===== config.mk =====
export PLATFORM = sky130hd
export DESIGN_NAME = i2cm_top
export DESIGN_NICKNAME = d
export VERILOG_FILES = /design/src/verilog/i2cm_pkg.sv /design/src/verilog/i2cm_top.sv
export SDC_FILE = /design/constraint.sdc
export NUM_CORES = 1
export LEC_CHECK = 0
export BUFFER_PORTS_ARGS = -buffer_cell sky130_fd_sc_hd__buf_2
export CAP_MARGIN = 15
export CORE_MARGIN = 3
export CORE_UTILIZATION = 62
export CTS_BUF_LIST = sky130_fd_sc_hd__clkbuf_4 sky130_fd_sc_hd__clkbuf_8
export CTS_CLUSTER_SIZE = 30
export DETAILED_ROUTE_END_ITERATION = 10
export GPL_ROUTABILITY_DRIVEN = 0
export GPL_TIMING_DRIVEN = 0
export PLACE_DENSITY = 0.88
export SETUP_SLACK_MARGIN = 0.3
export SKIP_LAST_GASP = 1
export SYNTH_ARGS = -nofsm -noshare
export SYNTH_HDL_FRONTEND = slang
export SYNTH_SLANG_ARGS = --single-unit

===== constraint.sdc =====
create_clock -name REF_CLK -period 5.6 [get_ports REF_CLK]
set_clock_uncertainty 0.2 [all_clocks]
set_input_delay 0.84 -clock REF_CLK [delete_from_list [all_inputs] [get_ports REF_CLK]]
set_output_delay 0.84 -clock REF_CLK [all_outputs]
set_load 0.02 [all_outputs]

===== src/verilog/i2cm_pkg.sv =====
// Constants and types of the two-wire bus master sequencer
//
// Function
// - Stored acknowledge value: one sends NACK, zero sends ACK
// - Acknowledge request drives the stored value, cleared by hardware at end
// - Receive request reads a byte, cleared after the eighth bit
// - Stop request makes a Stop condition, cleared when it completes
// - Repeated-start request makes a Repeated Start, cleared at its end
// - Start request makes a Start condition, cleared when it ends
// - Status resets to zero, bits 13 to 11 read zero, only hardware sets flags
// - Last acknowledge result records NACK or ACK while the acknowledge clock is high
// - Transmit-active flag set at byte start, cleared after target acknowledge
// - Transmit buffer write while busy fails and sets write collision flag
// - Byte completing while receive buffer full sets receive overflow flag
package i2cm_pkg;
   // ==========================================================
   // Register map
   localparam logic [7:0] OFS_CTRL = 8'h00;
   localparam logic [7:0] OFS_STAT = 8'h04;
   localparam logic [7:0] OFS_TXB = 8'h08;
   localparam logic [7:0] OFS_RXB = 8'h0c;
   localparam logic [7:0] OFS_IRQ_STAT = 8'h10;
   localparam logic [7:0] OFS_IRQ_MASK = 8'h14;
   // ==========================================================
   // Field positions
   localparam int CTL_ACK_VAL = 5;
   localparam int REQ_START = 0;
   localparam int REQ_RSTART = 1;
   localparam int REQ_STOP = 2;
   localparam int REQ_RX = 3;
   localparam int REQ_ACK = 4;
   localparam int STA_ACK_RES = 15;
   localparam int STA_TX_ACT = 14;
   localparam int STA_BCL = 10;
   localparam int STA_WRITE_COLLISION_FLAG = 7;
   localparam int STA_OV = 6;
   localparam int STA_RBF = 1;
   localparam int STA_TBF = 0;
   localparam int IRQ_DONE = 0;
   localparam int IRQ_BCL = 1;
   localparam int IRQ_WRITE_COLLISION_FLAG = 2;
   localparam int IRQ_OV = 3;
   localparam logic [15:0] STAT_RESET = 16'h0000;
   localparam logic [1:0] RESP_OKAY = 2'b00;
   localparam logic [1:0] RESP_SLVERR = 2'b10;
   // ==========================================================
   // Timing: one quarter of a bus bit period
   localparam int CLK_PERIOD_NS = 100;
   localparam int T_QTR_NS = 2500;
   localparam int QTR_CYC = (T_QTR_NS + CLK_PERIOD_NS - 1) / CLK_PERIOD_NS;
   localparam logic [3:0] TX_ACK_BIT = 4'h8;
   localparam logic [3:0] RX_LAST_BIT = 4'h7;

   typedef enum logic [2:0] {ST_IDLE, ST_START, ST_RSTART, ST_STOP, ST_TXB, ST_RXB, ST_ACK}
      i2cm_state_t;
endpackage


===== src/verilog/i2cm_top.sv =====
// Two-wire bus master sequencer with AXI4-Lite register slave
`timescale 1ns/1ps
module i2cm_top
   import i2cm_pkg::*;
#(
   parameter int QTR = QTR_CYC
)
(
   input wire logic REF_CLK,
   input wire logic RESETN,
   input wire logic [7:0] S_AXI_AWADDR,
   input wire logic S_AXI_AWVALID,
   output logic S_AXI_AWREADY,
   input wire logic [31:0] S_AXI_WDATA,
   input wire logic [3:0] S_AXI_WSTRB,
   input wire logic S_AXI_WVALID,
   output logic S_AXI_WREADY,
   output logic [1:0] S_AXI_BRESP,
   output logic S_AXI_BVALID,
   input wire logic S_AXI_BREADY,
   input wire logic [7:0] S_AXI_ARADDR,
   input wire logic S_AXI_ARVALID,
   output logic S_AXI_ARREADY,
   output logic [31:0] S_AXI_RDATA,
   output logic [1:0] S_AXI_RRESP,
   output logic S_AXI_RVALID,
   input wire logic S_AXI_RREADY,
   input wire logic SERIAL_CLOCK_LINE_I,
   output logic SERIAL_CLOCK_LINE_O,
   output logic SERIAL_CLOCK_LINE_OE,
   input wire logic SERIAL_DATA_LINE_I,
   output logic SERIAL_DATA_LINE_O,
   output logic SERIAL_DATA_LINE_OE,
   output logic IRQ
);

   // ==========================================================
   // Line synchronisers
   logic scl_s1_q, scl_s2_q, sda_s1_q, sda_s2_q;
   always_ff @(posedge REF_CLK or negedge RESETN)
   begin
      if (!RESETN)
      begin
         scl_s1_q <= 1'b1;
         scl_s2_q <= 1'b1;
         sda_s1_q <= 1'b1;
         sda_s2_q <= 1'b1;
      end
      else
      begin
         scl_s1_q <= SERIAL_CLOCK_LINE_I;
         scl_s2_q <= scl_s1_q;
         sda_s1_q <= SERIAL_DATA_LINE_I;
         sda_s2_q <= sda_s1_q;
      end
   end

   // ==========================================================
   // AXI4-Lite write channel
   logic awready_q, wready_q, bvalid_q, aw_full_q, w_full_q;
   logic [1:0] bresp_q;
   logic [7:0] waddr_q;
   logic [15:0] wdata_q, wmask_q;
   logic wr_fire, wr_ok;
   assign wr_fire = aw_full_q && w_full_q && !bvalid_q;
   assign wr_ok = waddr_q inside {OFS_CTRL, OFS_STAT, OFS_TXB, OFS_RXB, OFS_IRQ_STAT,
                                  OFS_IRQ_MASK};
   always_ff @(posedge REF_CLK or negedge RESETN)
   begin
      if (!RESETN)
      begin
         awready_q <= 1'b0;
         wready_q <= 1'b0;
         aw_full_q <= 1'b0;
         w_full_q <= 1'b0;
         bvalid_q <= 1'b0;
         bresp_q <= RESP_OKAY;
         waddr_q <= 8'h00;
         wdata_q <= 16'h0000;
         wmask_q <= 16'h0000;
      end
      else
      begin
         if (awready_q && S_AXI_AWVALID)
         begin
            awready_q <= 1'b0;
            aw_full_q <= 1'b1;
            waddr_q <= {S_AXI_AWADDR[7:2], 2'b00};
         end
         else if (!aw_full_q && !bvalid_q)
            awready_q <= 1'b1;
         if (wready_q && S_AXI_WVALID)
         begin
            wready_q <= 1'b0;
            w_full_q <= 1'b1;
            wdata_q <= S_AXI_WDATA[15:0];
            wmask_q <= {{8{S_AXI_WSTRB[1]}}, {8{S_AXI_WSTRB[0]}}};
         end
         else if (!w_full_q && !bvalid_q)
            wready_q <= 1'b1;
         if (wr_fire)
         begin
            aw_full_q <= 1'b0;
            w_full_q <= 1'b0;
            bvalid_q <= 1'b1;
            bresp_q <= wr_ok ? RESP_OKAY : RESP_SLVERR;
         end
         else if (bvalid_q && S_AXI_BREADY)
            bvalid_q <= 1'b0;
      end
   end
   assign S_AXI_AWREADY = awready_q;
   assign S_AXI_WREADY = wready_q;
   assign S_AXI_BVALID = bvalid_q;
   assign S_AXI_BRESP = bresp_q;

   // ==========================================================
   // Engine status shared with the registers
   i2cm_state_t st_q;
   logic [1:0] ph_q;
   logic [3:0] bit_q;
   logic [15:0] qcnt_q;
   logic [7:0] shift_q, tx_buf_q, rx_buf_q;
   logic [4:0] req_q, done_vec;
   logic ack_val_q, ack_res_q, tx_act_q, bcl_q, write_collision_flag_q, ov_q, rbf_q, tbf_q;
   logic [3:0] irq_stat_q, irq_mask_q;
   logic tick, last_ph, busy, col_evt, write_collision_flag_evt, rx_done, tx_done, ov_evt;
   logic [15:0] stat_word;
   logic w_ctrl, w_stat, w_txb, w_istat, w_imask;
   assign w_ctrl = wr_fire && waddr_q == OFS_CTRL;
   assign w_stat = wr_fire && waddr_q == OFS_STAT;
   assign w_txb = wr_fire && waddr_q == OFS_TXB && wmask_q[0];
   assign w_istat = wr_fire && waddr_q == OFS_IRQ_STAT;
   assign w_imask = wr_fire && waddr_q == OFS_IRQ_MASK;
   assign busy = st_q != ST_IDLE || |req_q;
   assign write_collision_flag_evt = w_txb && busy;
   assign stat_word = {ack_res_q, tx_act_q, 3'b000, bcl_q, 2'b00, write_collision_flag_q, ov_q, 4'h0,
                       rbf_q, tbf_q};

   // ==========================================================
   // AXI4-Lite read channel
   logic arready_q, rvalid_q, rd_rx;
   logic [1:0] rresp_q;
   logic [31:0] rdata_q;
   assign rd_rx = arready_q && S_AXI_ARVALID && {S_AXI_ARADDR[7:2], 2'b00} == OFS_RXB;
   always_ff @(posedge REF_CLK or negedge RESETN)
   begin
      if (!RESETN)
      begin
         arready_q <= 1'b0;
         rvalid_q <= 1'b0;
         rresp_q <= RESP_OKAY;
         rdata_q <= 32'h00000000;
      end
      else if (arready_q && S_AXI_ARVALID)
      begin
         arready_q <= 1'b0;
         rvalid_q <= 1'b1;
         rresp_q <= RESP_OKAY;
         case ({S_AXI_ARADDR[7:2], 2'b00})
            OFS_CTRL: rdata_q <= {26'h0000000, ack_val_q, req_q};
            OFS_STAT: rdata_q <= {16'h0000, stat_word};
            OFS_TXB: rdata_q <= {24'h000000, tx_buf_q};
            OFS_RXB: rdata_q <= {24'h000000, rx_buf_q};
            OFS_IRQ_STAT: rdata_q <= {28'h0000000, irq_stat_q};
            OFS_IRQ_MASK: rdata_q <= {28'h0000000, irq_mask_q};
            default:
            begin
               rdata_q <= 32'h00000000;
               rresp_q <= RESP_SLVERR;
            end
         endcase
      end
      else if (rvalid_q && S_AXI_RREADY)
         rvalid_q <= 1'b0;
      else if (!rvalid_q)
         arready_q <= 1'b1;
   end
   assign S_AXI_ARREADY = arready_q;
   assign S_AXI_RVALID = rvalid_q;
   assign S_AXI_RDATA = rdata_q;
   assign S_AXI_RRESP = rresp_q;

   // ==========================================================
   // Control bits: software sets requests, hardware clears them
   always_ff @(posedge REF_CLK or negedge RESETN)
   begin
      if (!RESETN)
      begin
         ack_val_q <= 1'b0;
         req_q <= 5'h00;
      end
      else
      begin
         if (w_ctrl && wmask_q[0])
            ack_val_q <= wdata_q[CTL_ACK_VAL];
         // A request set in its own clearing cycle survives
         req_q <= (req_q & ~done_vec) | ((w_ctrl && wmask_q[0]) ? wdata_q[4:0] : 5'h00);
      end
   end

   // ==========================================================
   // Status flags and byte buffers
   always_ff @(posedge REF_CLK or negedge RESETN)
   begin
      if (!RESETN)
      begin
         bcl_q <= STAT_RESET[STA_BCL];
         write_collision_flag_q <= STAT_RESET[STA_WRITE_COLLISION_FLAG];
         ov_q <= STAT_RESET[STA_OV];
         rbf_q <= STAT_RESET[STA_RBF];
         tbf_q <= STAT_RESET[STA_TBF];
         tx_buf_q <= 8'h00;
         rx_buf_q <= 8'h00;
      end
      else
      begin
         // Flags clear by writing zero; hardware set wins
         bcl_q <= col_evt | (bcl_q & ~(w_stat & wmask_q[STA_BCL] & ~wdata_q[STA_BCL]));
         write_collision_flag_q <= write_collision_flag_evt | (write_collision_flag_q & ~(w_stat & wmask_q[STA_WRITE_COLLISION_FLAG] &
                    ~wdata_q[STA_WRITE_COLLISION_FLAG]));
         ov_q <= ov_evt | (ov_q & ~(w_stat & wmask_q[STA_OV] & ~wdata_q[STA_OV]));
         if (w_txb && !busy)
         begin
            tx_buf_q <= wdata_q[7:0];
            tbf_q <= 1'b1;
         end
         else if (tx_done || col_evt)
            tbf_q <= 1'b0;
         // Overflowing byte is dropped so the unread one is kept
         if (rx_done && !rbf_q)
         begin
            rx_buf_q <= shift_q;
            rbf_q <= 1'b1;
         end
         else if (rd_rx)
            rbf_q <= 1'b0;
      end
   end

   // ==========================================================
   // Interrupts
   logic irq_q;
   logic [3:0] irq_ev;
   assign irq_ev = {ov_evt, write_collision_flag_evt, col_evt, |done_vec | tx_done};
   always_ff @(posedge REF_CLK or negedge RESETN)
   begin
      if (!RESETN)
      begin
         irq_stat_q <= 4'h0;
         irq_mask_q <= 4'h0;
         irq_q <= 1'b0;
      end
      else
      begin
         irq_stat_q <= irq_ev | (irq_stat_q & ~((w_istat && wmask_q[0]) ? wdata_q[3:0] : 4'h0));
         if (w_imask && wmask_q[0])
            irq_mask_q <= wdata_q[3:0];
         irq_q <= |(irq_stat_q & irq_mask_q);
      end
   end
   assign IRQ = irq_q;

   // ==========================================================
   // Sequence engine: each bus step is four quarter periods, except Start and Stop, which take three
   logic sda_low_q, scl_low_q, drv_lvl_q, seq_end, cur_bit;
   assign tick = st_q != ST_IDLE && qcnt_q == 16'(QTR - 1);
   always_comb
   begin
      last_ph = ph_q == 2'd3;
      seq_end = 1'b0;
      cur_bit = 1'b1;
      case (st_q)
         ST_START: last_ph = ph_q == 2'd2;
         ST_STOP: last_ph = ph_q == 2'd2;
         ST_TXB: cur_bit = bit_q == TX_ACK_BIT ? 1'b1 : shift_q[7];
         ST_ACK: cur_bit = ack_val_q;
         default: cur_bit = 1'b1;
      endcase
      case (st_q)
         ST_TXB: seq_end = tick && last_ph && bit_q == TX_ACK_BIT;
         ST_RXB: seq_end = tick && last_ph && bit_q == RX_LAST_BIT;
         ST_IDLE: seq_end = 1'b0;
         default: seq_end = tick && last_ph;
      endcase
   end
   assign done_vec = {seq_end && st_q == ST_ACK, rx_done, seq_end && st_q == ST_STOP,
                      seq_end && st_q == ST_RSTART, seq_end && st_q == ST_START};
   assign rx_done = seq_end && st_q == ST_RXB;
   assign tx_done = seq_end && st_q == ST_TXB;
   assign ov_evt = rx_done && rbf_q;
   assign col_evt = tick && ph_q == 2'd1 && st_q == ST_TXB && bit_q != TX_ACK_BIT &&
                    cur_bit && !sda_s2_q;

   // Quarter timer, held while a target stretches the clock low
   always_ff @(posedge REF_CLK or negedge RESETN)
   begin
      if (!RESETN)
         qcnt_q <= 16'h0000;
      else if (st_q == ST_IDLE || tick || (ph_q == 2'd1 && !scl_s2_q))
         qcnt_q <= 16'h0000;
      else
         qcnt_q <= qcnt_q + 16'h0001;
   end

   always_ff @(posedge REF_CLK or negedge RESETN)
   begin
      if (!RESETN)
      begin
         st_q <= ST_IDLE;
         ph_q <= 2'd0;
         bit_q <= 4'h0;
         shift_q <= 8'h00;
         sda_low_q <= 1'b0;
         scl_low_q <= 1'b0;
         ack_res_q <= STAT_RESET[STA_ACK_RES];
         tx_act_q <= STAT_RESET[STA_TX_ACT];
      end
      else if (st_q == ST_IDLE)
      begin
         ph_q <= 2'd0;
         bit_q <= 4'h0;
         if (req_q[REQ_START])
         begin
            st_q <= ST_START;
            sda_low_q <= 1'b0;
            scl_low_q <= 1'b0;
         end
         else if (req_q[REQ_RSTART])
         begin
            st_q <= ST_RSTART;
            sda_low_q <= 1'b0;
         end
         else if (req_q[REQ_STOP])
         begin
            st_q <= ST_STOP;
            sda_low_q <= 1'b1;
         end
         else if (req_q[REQ_RX])
         begin
            st_q <= ST_RXB;
            sda_low_q <= 1'b0;
         end
         else if (req_q[REQ_ACK])
         begin
            st_q <= ST_ACK;
            sda_low_q <= ~ack_val_q;
         end
         else if (tbf_q)
         begin
            st_q <= ST_TXB;
            shift_q <= tx_buf_q;
            sda_low_q <= ~tx_buf_q[7];
            tx_act_q <= 1'b1;
         end
      end
      else if (col_evt)
      begin
         // Lost arbitration: let go of both lines at once
         st_q <= ST_IDLE;
         sda_low_q <= 1'b0;
         scl_low_q <= 1'b0;
         tx_act_q <= 1'b0;
      end
      else if (tick)
      begin
         ph_q <= ph_q + 2'd1;
         if (seq_end)
         begin
            st_q <= ST_IDLE;
            if (st_q == ST_TXB)
               tx_act_q <= 1'b0;
         end
         case (st_q)
            ST_START:
               if (ph_q == 2'd0)
                  sda_low_q <= 1'b1;
               else if (ph_q == 2'd1)
                  scl_low_q <= 1'b1;
            ST_RSTART:
               if (ph_q == 2'd0)
                  scl_low_q <= 1'b0;
               else if (ph_q == 2'd1)
                  sda_low_q <= 1'b1;
               else if (ph_q == 2'd2)
                  scl_low_q <= 1'b1;
            ST_STOP:
               if (ph_q == 2'd0)
                  scl_low_q <= 1'b0;
               else if (ph_q == 2'd1)
                  sda_low_q <= 1'b0;
            default:
               if (ph_q == 2'd0)
                  scl_low_q <= 1'b0;
               else if (ph_q == 2'd1)
               begin
                  if (st_q == ST_RXB)
                     shift_q <= {shift_q[6:0], sda_s2_q};
                  else if (st_q == ST_TXB && bit_q == TX_ACK_BIT)
                     ack_res_q <= sda_s2_q;
               end
               else if (ph_q == 2'd2)
                  scl_low_q <= 1'b1;
               else
               begin
                  bit_q <= bit_q + 4'h1;
                  if (st_q == ST_TXB && bit_q != TX_ACK_BIT)
                  begin
                     shift_q <= {shift_q[6:0], 1'b1};
                     sda_low_q <= bit_q == RX_LAST_BIT ? 1'b0 : ~shift_q[6];
                  end
                  else if (seq_end && st_q == ST_ACK)
                     sda_low_q <= 1'b0;
               end
         endcase
      end
   end

   // ==========================================================
   // Open-drain pins: only ever pull low
   always_ff @(posedge REF_CLK or negedge RESETN)
   begin
      if (!RESETN)
         drv_lvl_q <= 1'b0;
      else
         drv_lvl_q <= 1'b0;
   end
   assign SERIAL_CLOCK_LINE_O = drv_lvl_q;
   assign SERIAL_DATA_LINE_O = drv_lvl_q;
   assign SERIAL_CLOCK_LINE_OE = scl_low_q;
   assign SERIAL_DATA_LINE_OE = sda_low_q;
endmodule

# Word level (Yosys, flattened, before mapping)
# Index checks and enable logic that the tools add are counted.
[classes]
add_sub_neg = 3
eq_ne = 52
n_mux = 105
n_bitwise = 34
reduce_logical = 88
[ops]
columns = ["cell", "n"]
rows = [
  ["8-bit two-way mux", 15],
  ["16-bit one-hot mux with 6 select lines", 1],
  ["1-bit two-way mux", 60],
  ["1-bit logical AND", 41],
  ["4-bit two-way mux", 8],
  ["3-bit two-way mux", 10],
  ["6-bit by 2-bit == test with 1-bit output (second input constant)", 4],
  ["6-bit by 3-bit == test with 1-bit output (second input constant)", 4],
  ["4-bit by 2-bit != test with 1-bit output (second input constant)", 5],
  ["4-bit != test (second input constant)", 5],
  ["2-bit != test (second input constant)", 9],
  ["2-bit nonzero test", 9],
  ["16-bit by 1-bit adder with 16-bit output (second input constant)", 1],
  ["16-bit by 5-bit == test with 1-bit output (second input constant)", 1],
  ["16-bit two-way mux", 1],
  ["3-bit nonzero test", 5],
  ["1-bit NOT", 14],
  ["13-bit AND reduction", 1],
  ["6-bit by 1-bit == test with 1-bit output (second input constant)", 2],
  ["11-bit AND reduction", 1],
  ["2-bit two-way mux", 5],
  ["2-bit by 1-bit != test with 1-bit output (second input constant)", 5],
  ["5-bit OR reduction", 2],
  ["1-bit bitwise AND", 9],
  ["other kinds (44)", 64],
]
[totals]
ff_bits = 146
out_inout_bits = 46
wordCells = 320

# Depth between registers and ports, before layout
# Gate-level depths: netlist of run 1.
[depth]
ltp_word = 16
depth_mapped = 8
depth_no_buf = 7

# Worst setup path after synthesis of run 1
# No wires, ideal clock.
[synth_path]
kind = "input-to-reg"
start = "input S_AXI_ARADDR[4]"
end = "register rdata_q[6], in the netlist S_AXI_RDATA[6]"
setup_time_ns = 0.121
arrival_time_ns = 2.009
t_required_ns = 5.279
setup_slack_ns = 3.270
cell_stages = 6
n_path_buf = 2
path_cell_list = "clkbuf_1 > and3b_1 > clkbuf_1 > a22oi_1 > mux2i_1 > a22o_1"
[synth_via]
elab_chain_cells = 2
[synth_rtl]
columns = ["item", "line_no", "text"]
rows = [
  ["start: declaration", "i2cm_top.sv:21", "input wire logic [7:0] S_AXI_ARADDR,"],
  ["6-bit by 3-bit == test with 1-bit output, or another cell as far along", "i2cm_top.sv:160", "case ({S_AXI_ARADDR[7:2], 2'b00})"],
  ["16-bit one-hot mux with 6 select lines *", "i2cm_top.sv:160", ""],
  ["end signal: assignment", "i2cm_top.sv:161", "OFS_CTRL: rdata_q <= {26'h0000000, ack_val_q, req_q};"],
  ["end signal: assignment", "i2cm_top.sv:162", "OFS_STAT: rdata_q <= {16'h0000, stat_word};"],
  ["end signal: assignment", "i2cm_top.sv:163", "OFS_TXB: rdata_q <= {24'h000000, tx_buf_q};"],
  ["end: declaration", "i2cm_top.sv:144", "logic [31:0] rdata_q;"],
]
# Every way passes the cells marked *; elsewhere a longest branch is shown, timed or not.
# A chain may end at the register's enable or synchronous reset.

# Worst setup path in the final report of run 1
[layout_path]
start = "register ph_q[1]"
end = "register shift_q[6]"
[layout_via]
elab_chain_cells = 8
[layout_rtl]
columns = ["item", "line_no", "text"]
rows = [
  ["start: declaration", "i2cm_top.sv:120", "logic [1:0] ph_q;"],
  ["start signal: assignment", "i2cm_top.sv:367", "ph_q <= ph_q + 2'd1;"],
  ["2-bit by 1-bit == test with 1-bit output", "i2cm_top.sv:292, i2cm_top.sv:395", ""],
  ["1-bit logical AND (4 in series)", "i2cm_top.sv:292", "assign col_evt = tick && ph_q == 2'd1 && st_q == ST_TXB && bit_q != TX_ACK_BIT &&"],
  ["1-bit logical AND", "i2cm_top.sv:293", "cur_bit && !sda_s2_q;"],
  ["2-bit by 1-bit != test with 1-bit output (no line)", "--", ""],
  ["13-bit AND reduction (no line)", "--", ""],
  ["end signal: assignment", "i2cm_top.sv:352", "shift_q <= tx_buf_q;"],
  ["end signal: assignment", "i2cm_top.sv:398", "shift_q <= {shift_q[6:0], sda_s2_q};"],
  ["end signal: assignment", "i2cm_top.sv:409", "shift_q <= {shift_q[6:0], 1'b1};"],
  ["end: declaration", "i2cm_top.sv:123", "logic [7:0] shift_q, tx_buf_q, rx_buf_q;"],
]
# Several ways; a longest one is shown, not always the timed one. The select of a mux whose other input is x is not followed.

==> results.toml, run 1 <==
[drt]
finalWirelength_mm = 13.1
post-route-drc-count = 0
vias = 4384
final_antenna_net_count = 0
routed_via_density = 5.88
drtIter0Drc = 355
first_pass_iters = 5
routedWlPerCell_microns = 17.5

[critical_path]
slowest_delay_ns = 0.43
cpMaxStageDelayCell = "dfrtp_1"
cp-end-kind = "register"
worstPathMaxFanout = 9
crit_chain = "inv_1 -> ha_1 -> nor2b_1 -> and4_1 -> buf_2 -> nor2_2 -> o2111ai_4 -> mux2_2"
arrival_ns = 2.99
cp-start-kind = "register"
critPathKind = "register to register"
worstPathRequired_ns = 5.71

[clock_network]
cts_buffers = 17
cts_sinks = 114
clk_latency_ns = 0.43
cts_resized = 0
ctsLongestPathBuffers = 2
cts_tree = "built"
htreeDepth = 4
root_buffer = "clkbuf_8"
ctsHoldBuffers = 0
post_cts_buffers = 0
path_clk_slew_ns = 0.07

[floorplanning]
dieWidth_microns = 102
die_area_sq_um = 10400
rows = 34
io_pins = 107
initial_utilization_pct = 64.7
core_area_sq_um = 8810
die_h_microns = 102

[yosys]
avgSynthCellArea_sq_um = 10.8
seq_area_frac_synth_pct = 50.2
synth_seq_cells = 114
synth_edf_count = 0
synth_flop_cell = "dfrtp_1"
synth_area_sq_um = 5700
async_flop_share_pct = 100
synthCells = 530
yosys.cell_types.count = 63
synth_warnings = 0

[global_routing]
grt_pass1_vias = 4407
overflow = 0
grt_first_pass_wirelength_mm = 21.4
antenna_found_initial = 0
grt_max_degree = 68
gr-usage-all-layers_pct = 26.8

[placed_design]
dp_hpwl_mm = 9.02
io_buffers = 50

[timing]
relSlewSlack_pct = 42.4
rsz0062_at_grt = "false"
fmax_mhz = 347
drv_slew = 0
fin_tns_setup_ns = 0
worst_slew_pin_slew_ns = 0.857
setup_violations = 0
hold_viol = 0
fin_crit_sh_pct = 51.4
period_minus_slack_ns = 2.88

[cells_and_area]
final_layout_size_suffix_gt1_share_pct = 27.3
syn2layout_area_growth_pct = 16.1
layout_commonest_cell = "dfrtp_1"
final_nets = 694
most-common-layout-cells = "dfrtp_1 (110), nand2_1 (65), buf_2 (52)"
diodes = 0

[power_and_ir_drop]
ir_worst_vdd_mv = 0.317
power_uw = 2670
leakagePower_uw = 0.00315
p_per_area_nw_per_um2 = 404

[run]
max-cap-violations = 0

[min_path]
hold_class = "register to register"

[run_status]
outcome = "finished, final reports clean"
## critical path, delay by kind of cell, from the launching register on
family	cells	cell delay, ns
AOI/OAI and AO/OA	1	0.39
adders and majority gates	1	0.33
buffers and inverters	2	0.34
DFF	1	0.43
muxes	1	0.39
and+or+nand+nor	3	0.68
## final timing paths
| path | cells past startpoint | slack (ns) | startpoint | to |
|---|---|---|---|---|
| max in group asynchronous | 2 | 4.25 | RESETN | rx_buf_q[5]$_DFFE_PN0P_ |
| max | 8 | 2.72 | ph_q[1]$_DFFE_PN0P_ | shift_q[6]$_DFFE_PN0P_ |
| min | 0 | 0.16 | scl_s1_q$_DFF_PN1_ | scl_s2_q$_DFF_PN1_ |
| min reg2reg | 0 | 0.16 | scl_s1_q$_DFF_PN1_ | scl_s2_q$_DFF_PN1_ |
| min in group asynchronous | 1 | 0.23 | RESETN | ph_q[0]$_DFFE_PN0P_ |
| max reg2reg | 8 | 2.72 | ph_q[1]$_DFFE_PN0P_ | shift_q[6]$_DFFE_PN0P_ |
## synthesized netlist by cell type, types with 2 or more instances
library cell    n  area (sq um)
o21ai_0        19          95.1
a22oi_1         7          52.6
nor3b_1         2          15.0
nor2b_1         7          43.8
ha_1            9           113
a221o_1         2          20.0
clkbuf_1       12          45.0
nand2_1        65           244
or3_1           2          12.5
inv_1          18          67.6
o22ai_1         4          25.0
o21a_1          3          22.5
o31ai_1         3          22.5
a211oi_1        3          22.5
a21o_1          3          22.5
buf_4          25           188
dfrtp_1       110          2750
nor2_1         37           139
nand3_1        16          80.1
nand2b_1        5          31.3
a21oi_1         5          25.0
nand4_1         5          31.3
xnor2_1        11          96.3
nand3b_1        4          30.0
nor3_1         11          55.1
and3_1          4          25.0
mux4_2          2          45.0
and4_1          2          17.5
mux2i_1        11           110
nor4_1          8          50.1
mux2_2         47           529
dfstp_2         4           105
buf_1           2          7.51
xor2_1          7          61.3
or2_2           2          12.5
a22o_1         19           166
buf_2           3          15.0
nand4b_1        2          17.5
and2_1          3          18.8
a31oi_1         2          12.5
mux2_1          2          22.5
## area by class of cell
type | count | area [sq um]
Multi-Input combinational cell | 380 | 2610
Buffer | 42 | 255
Sequential cell | 114 | 2860
Tap cell | 108 | 135
Clock inverter | 14 | 163
Clock buffer | 18 | 248
Fill cell | 580 | 2190
Inverter | 18 | 67.6
Timing Repair Buffer | 51 | 280
## sequential cells by signal (all words and copies together) (netlist names), 2 cells and up
| signal | flops |
|---|---|
| S_AXI_RDATA | 11 |
| bit_q | 4 |
| irq_mask_q | 4 |
| irq_stat_q | 4 |
| ph_q | 2 |
| qcnt_q | 16 |
| req_q | 5 |
| rx_buf_q | 8 |
| shift_q | 8 |
| st_q | 3 |
| tx_buf_q | 8 |
| waddr_q | 6 |
| wdata_q | 9 |
| wmask_q | 2 |
## stage by stage
step / hold slack, ns / instances / cell area (sq um) / util (%) / setup slack [ns]
6_report: 0.160 / 745 / 6610 / 75.1 / 2.72
4_1_cts: 0.163 / 745 / 6610 / 75.1 / 2.72
3_3_place_gp: 0.147 / 712 / 6170 / 70.1 / 2.25
2_1_floorplan: 0.145 / 554 / 5790 / - / 3.27
3_5_place_dp: 0.150 / 713 / 6200 / 70.4 / 2.78
5_1_grt: 0.172 / 745 / 6610 / 75.1 / 2.54
## power breakdown
group | switching, uW | total [uW] | internal [uW]
clock network | 348 | 797 | 449
logic | 402 | 695 | 294
registers | 188 | 1180 | 990
total | 938 | 2670 | 1730
## logic make-up (layout without fill, tap and decap cells)
kind of cell	Yosys count	in the layout	share of synthesized area (%)
other cells	1	25	0.0658
flops	114	114	50.2
compound gates	79	79	10.1
mux	62	62	12.4
buf+inv	60	143	5.67
simple gates	187	187	16.8
xor+xnor	18	18	2.77
fa+ha+maj	9	9	1.98
## metal layers
layer	vias to the layer above	global-route usage, %	part of all wire (%)
met5	-	0	0
met4	0	12.2	2.5
met3	35	7.51	7.6
met2	207	43.3	49
met1	2117	33.8	41
li1	2025	-	-
Power figures use the tool's default switching activity.
==> inputs of run 2 (changes only) <==
--- a/config.mk
+++ b/config.mk
@@ -8,13 +8,13 @@
 export BUFFER_PORTS_ARGS = -buffer_cell sky130_fd_sc_hd__buf_2
 export CAP_MARGIN = 15
 export CORE_MARGIN = 3
-export CORE_UTILIZATION = 62
+export CORE_UTILIZATION = 58
 export CTS_BUF_LIST = sky130_fd_sc_hd__clkbuf_4 sky130_fd_sc_hd__clkbuf_8
 export CTS_CLUSTER_SIZE = 30
 export DETAILED_ROUTE_END_ITERATION = 10
 export GPL_ROUTABILITY_DRIVEN = 0
 export GPL_TIMING_DRIVEN = 0
-export PLACE_DENSITY = 0.88
+export PLACE_DENSITY = 0.83
 export SETUP_SLACK_MARGIN = 0.3
 export SKIP_LAST_GASP = 1
 export SYNTH_ARGS = -nofsm -noshare
==> constraint.sdc (replaced) <==
create_clock -name REF_CLK -period 2.79 [get_ports REF_CLK]
set_clock_uncertainty 0.2 [all_clocks]
set_input_delay 0.4185 -clock REF_CLK [delete_from_list [all_inputs] [get_ports REF_CLK]]
set_output_delay 0.4185 -clock REF_CLK [all_outputs]
set_load 0.02 [all_outputs]
==> results.toml, run 2 (synthesis gave the netlist of run 1 again) <==
[clock_network]
htreeDepth = 4
cts_sinks = 114
clk_latency_ns = 0.43
cts_buffers = 17
cts_tree = "built"
ctsLongestPathBuffers = 2
root_buffer = "clkbuf_8"
path_clk_slew_ns = 0.08

[timing]
hold_viol = 0
fin_crit_sh_pct = 93.3
drv_slew = 0
fmax_mhz = 384
rsz0062_at_grt = "true"
setup_slack_ns = 0.188
period_minus_slack_ns = 2.60
worst_slew_pin_slew_ns = 0.840
holdWs_ns = 0.0206
relSlewSlack_pct = 43.6
setup_violations = 0

[cells_and_area]
diodes = 0
largest_register_ffs = 16
final_area_sq_um = 6940
final_nets = 713
final_layout_size_suffix_gt1_share_pct = 29.4
top_register = "qcnt_q"
layout_commonest_cell = "dfrtp_1"
layout.cells.non_filler = 785
syn2layout_area_growth_pct = 21.8
most-common-layout-cells = "dfrtp_1 (110), nand2_1 (64), buf_2 (50)"

[global_routing]
grt_pass1_vias = 4448
grt_first_pass_wirelength_mm = 21.3
grt_max_degree = 77
antenna_found_initial = 0
overflow = 0
gr-usage-all-layers_pct = 24.2

[min_path]
hold_class = "input pin to register"

[run_status]
outcome = "finished, final reports clean"

[drt]
first_pass_iters = 5
vias = 4493
final_antenna_net_count = 0
finalWirelength_mm = 13.3
post-route-drc-count = 0
drtIter0Drc = 338
routedWlPerCell_microns = 16.9
routed_via_density = 5.72

[placed_design]
dp_cells = 734
place_area_sq_um = 6230
place_ws_ns = -0.0481
io_buffers = 50
dp_hpwl_mm = 9.09

[floorplanning]
die_h_microns = 105
initial_utilization_pct = 60.8
die_area_sq_um = 11000
io_pins = 107
rows = 35
core_area_sq_um = 9370
dieWidth_microns = 105

[power_and_ir_drop]
leakagePower_uw = 0.00327
p_per_area_nw_per_um2 = 791
power_uw = 5490
ir_worst_vdd_mv = 0.600

[critical_path]
worstPathMaxFanout = 8
cp-end-kind = "register"
cp-start-kind = "register"
rrSetupSlack_ns = 0.19
arrival_ns = 2.71
worstPathRequired_ns = 2.90
critPathKind = "register to register"

[run]
max-cap-violations = 0
==> run 2: cell types whose count changed in the layout (fill, tap and decap cells not counted), moves of 3 or more <==
cell	change
dlygate4sd3_1	+11
clkinv_2	-3
clkbuf_1	-3
mux2_2	-6
clkbuf_2	+3
buf_4	+7
mux2_4	+7
==> run 2: path summary, 6_finish.rpt <==
| kind | depth (start not counted) | end | start |
|---|---|---|---|
| max in group asynchronous | 3 | scl_s1_q$_DFF_PN1_ | RESETN |
| min in group asynchronous | 2 | bit_q[0]$_DFFE_PN0P_ | RESETN |
| worst max-delay path | 6 | shift_q[7]$_DFFE_PN0P_ | st_q[2]$_DFFE_PN0P_ |
| worst max register to register | 6 | shift_q[7]$_DFFE_PN0P_ | st_q[2]$_DFFE_PN0P_ |
| worst min register to register | 0 | scl_s2_q$_DFF_PN1_ | scl_s1_q$_DFF_PN1_ |
| worst min-delay path | 2 | wdata_q[0]$_DFFE_PN0P_ | S_AXI_WDATA[0] |
==> run 2: what timing repair did <==
item / CTS / global route
gates resized for setup: 11 / 16
setup endpoints to repair: 37 / 45
hold endpoints to repair: 46 / 0
gates cloned: 1 / 0
hold buffers: 11 / 0
pin swaps: 4 / 3
buffers inserted: 1 / 6
==> run 2: cell type report <==
cell class	instances	area [sq um]
clock inverters	14	178
clock buffers	18	248
well taps	129	161
flip-flops and latches	114	2860
repair buffers	69	455
plain buffers	42	268
fillers	656	2430
multi-input cells	381	2710
inverters	18	67.6
==> run 2: metrics by stage <==
stage / util (%) / setup TNS [ns]
after floorplan: - / 0
after global placement: 66.2 / -17.16
after detailed placement: 66.5 / -0.234
after CTS: 73.0 / 0
after global routing: 74.1 / 0
final: 74.1 / 0
==> run 2: per-layer routing <==
layer / track usage [%] / routed length (microns) / vias up
met4: 10.1 / 320 / 0
met3: 5.87 / 939 / 32
li1: - / - / 2066
met2: 39.9 / 6560 / 210
met1: 30.7 / 5440 / 2185
met5: 0 / 0 / -
==> run 2: critical path: stages (launching register included) <==
cell and delay (ns):
dfrtp_1 0.47, nor3_2 0.53, nand3_1 0.33, o21ai_0 0.28, o2111ai_4 0.20, buf_12 0.19
mux2_2 0.28
==> run 2: where the power goes <==
group          switching (uW)  internal (uW)
combinational             827            658
sequential                366           1990
clock                     735            920
total                    1930           3560
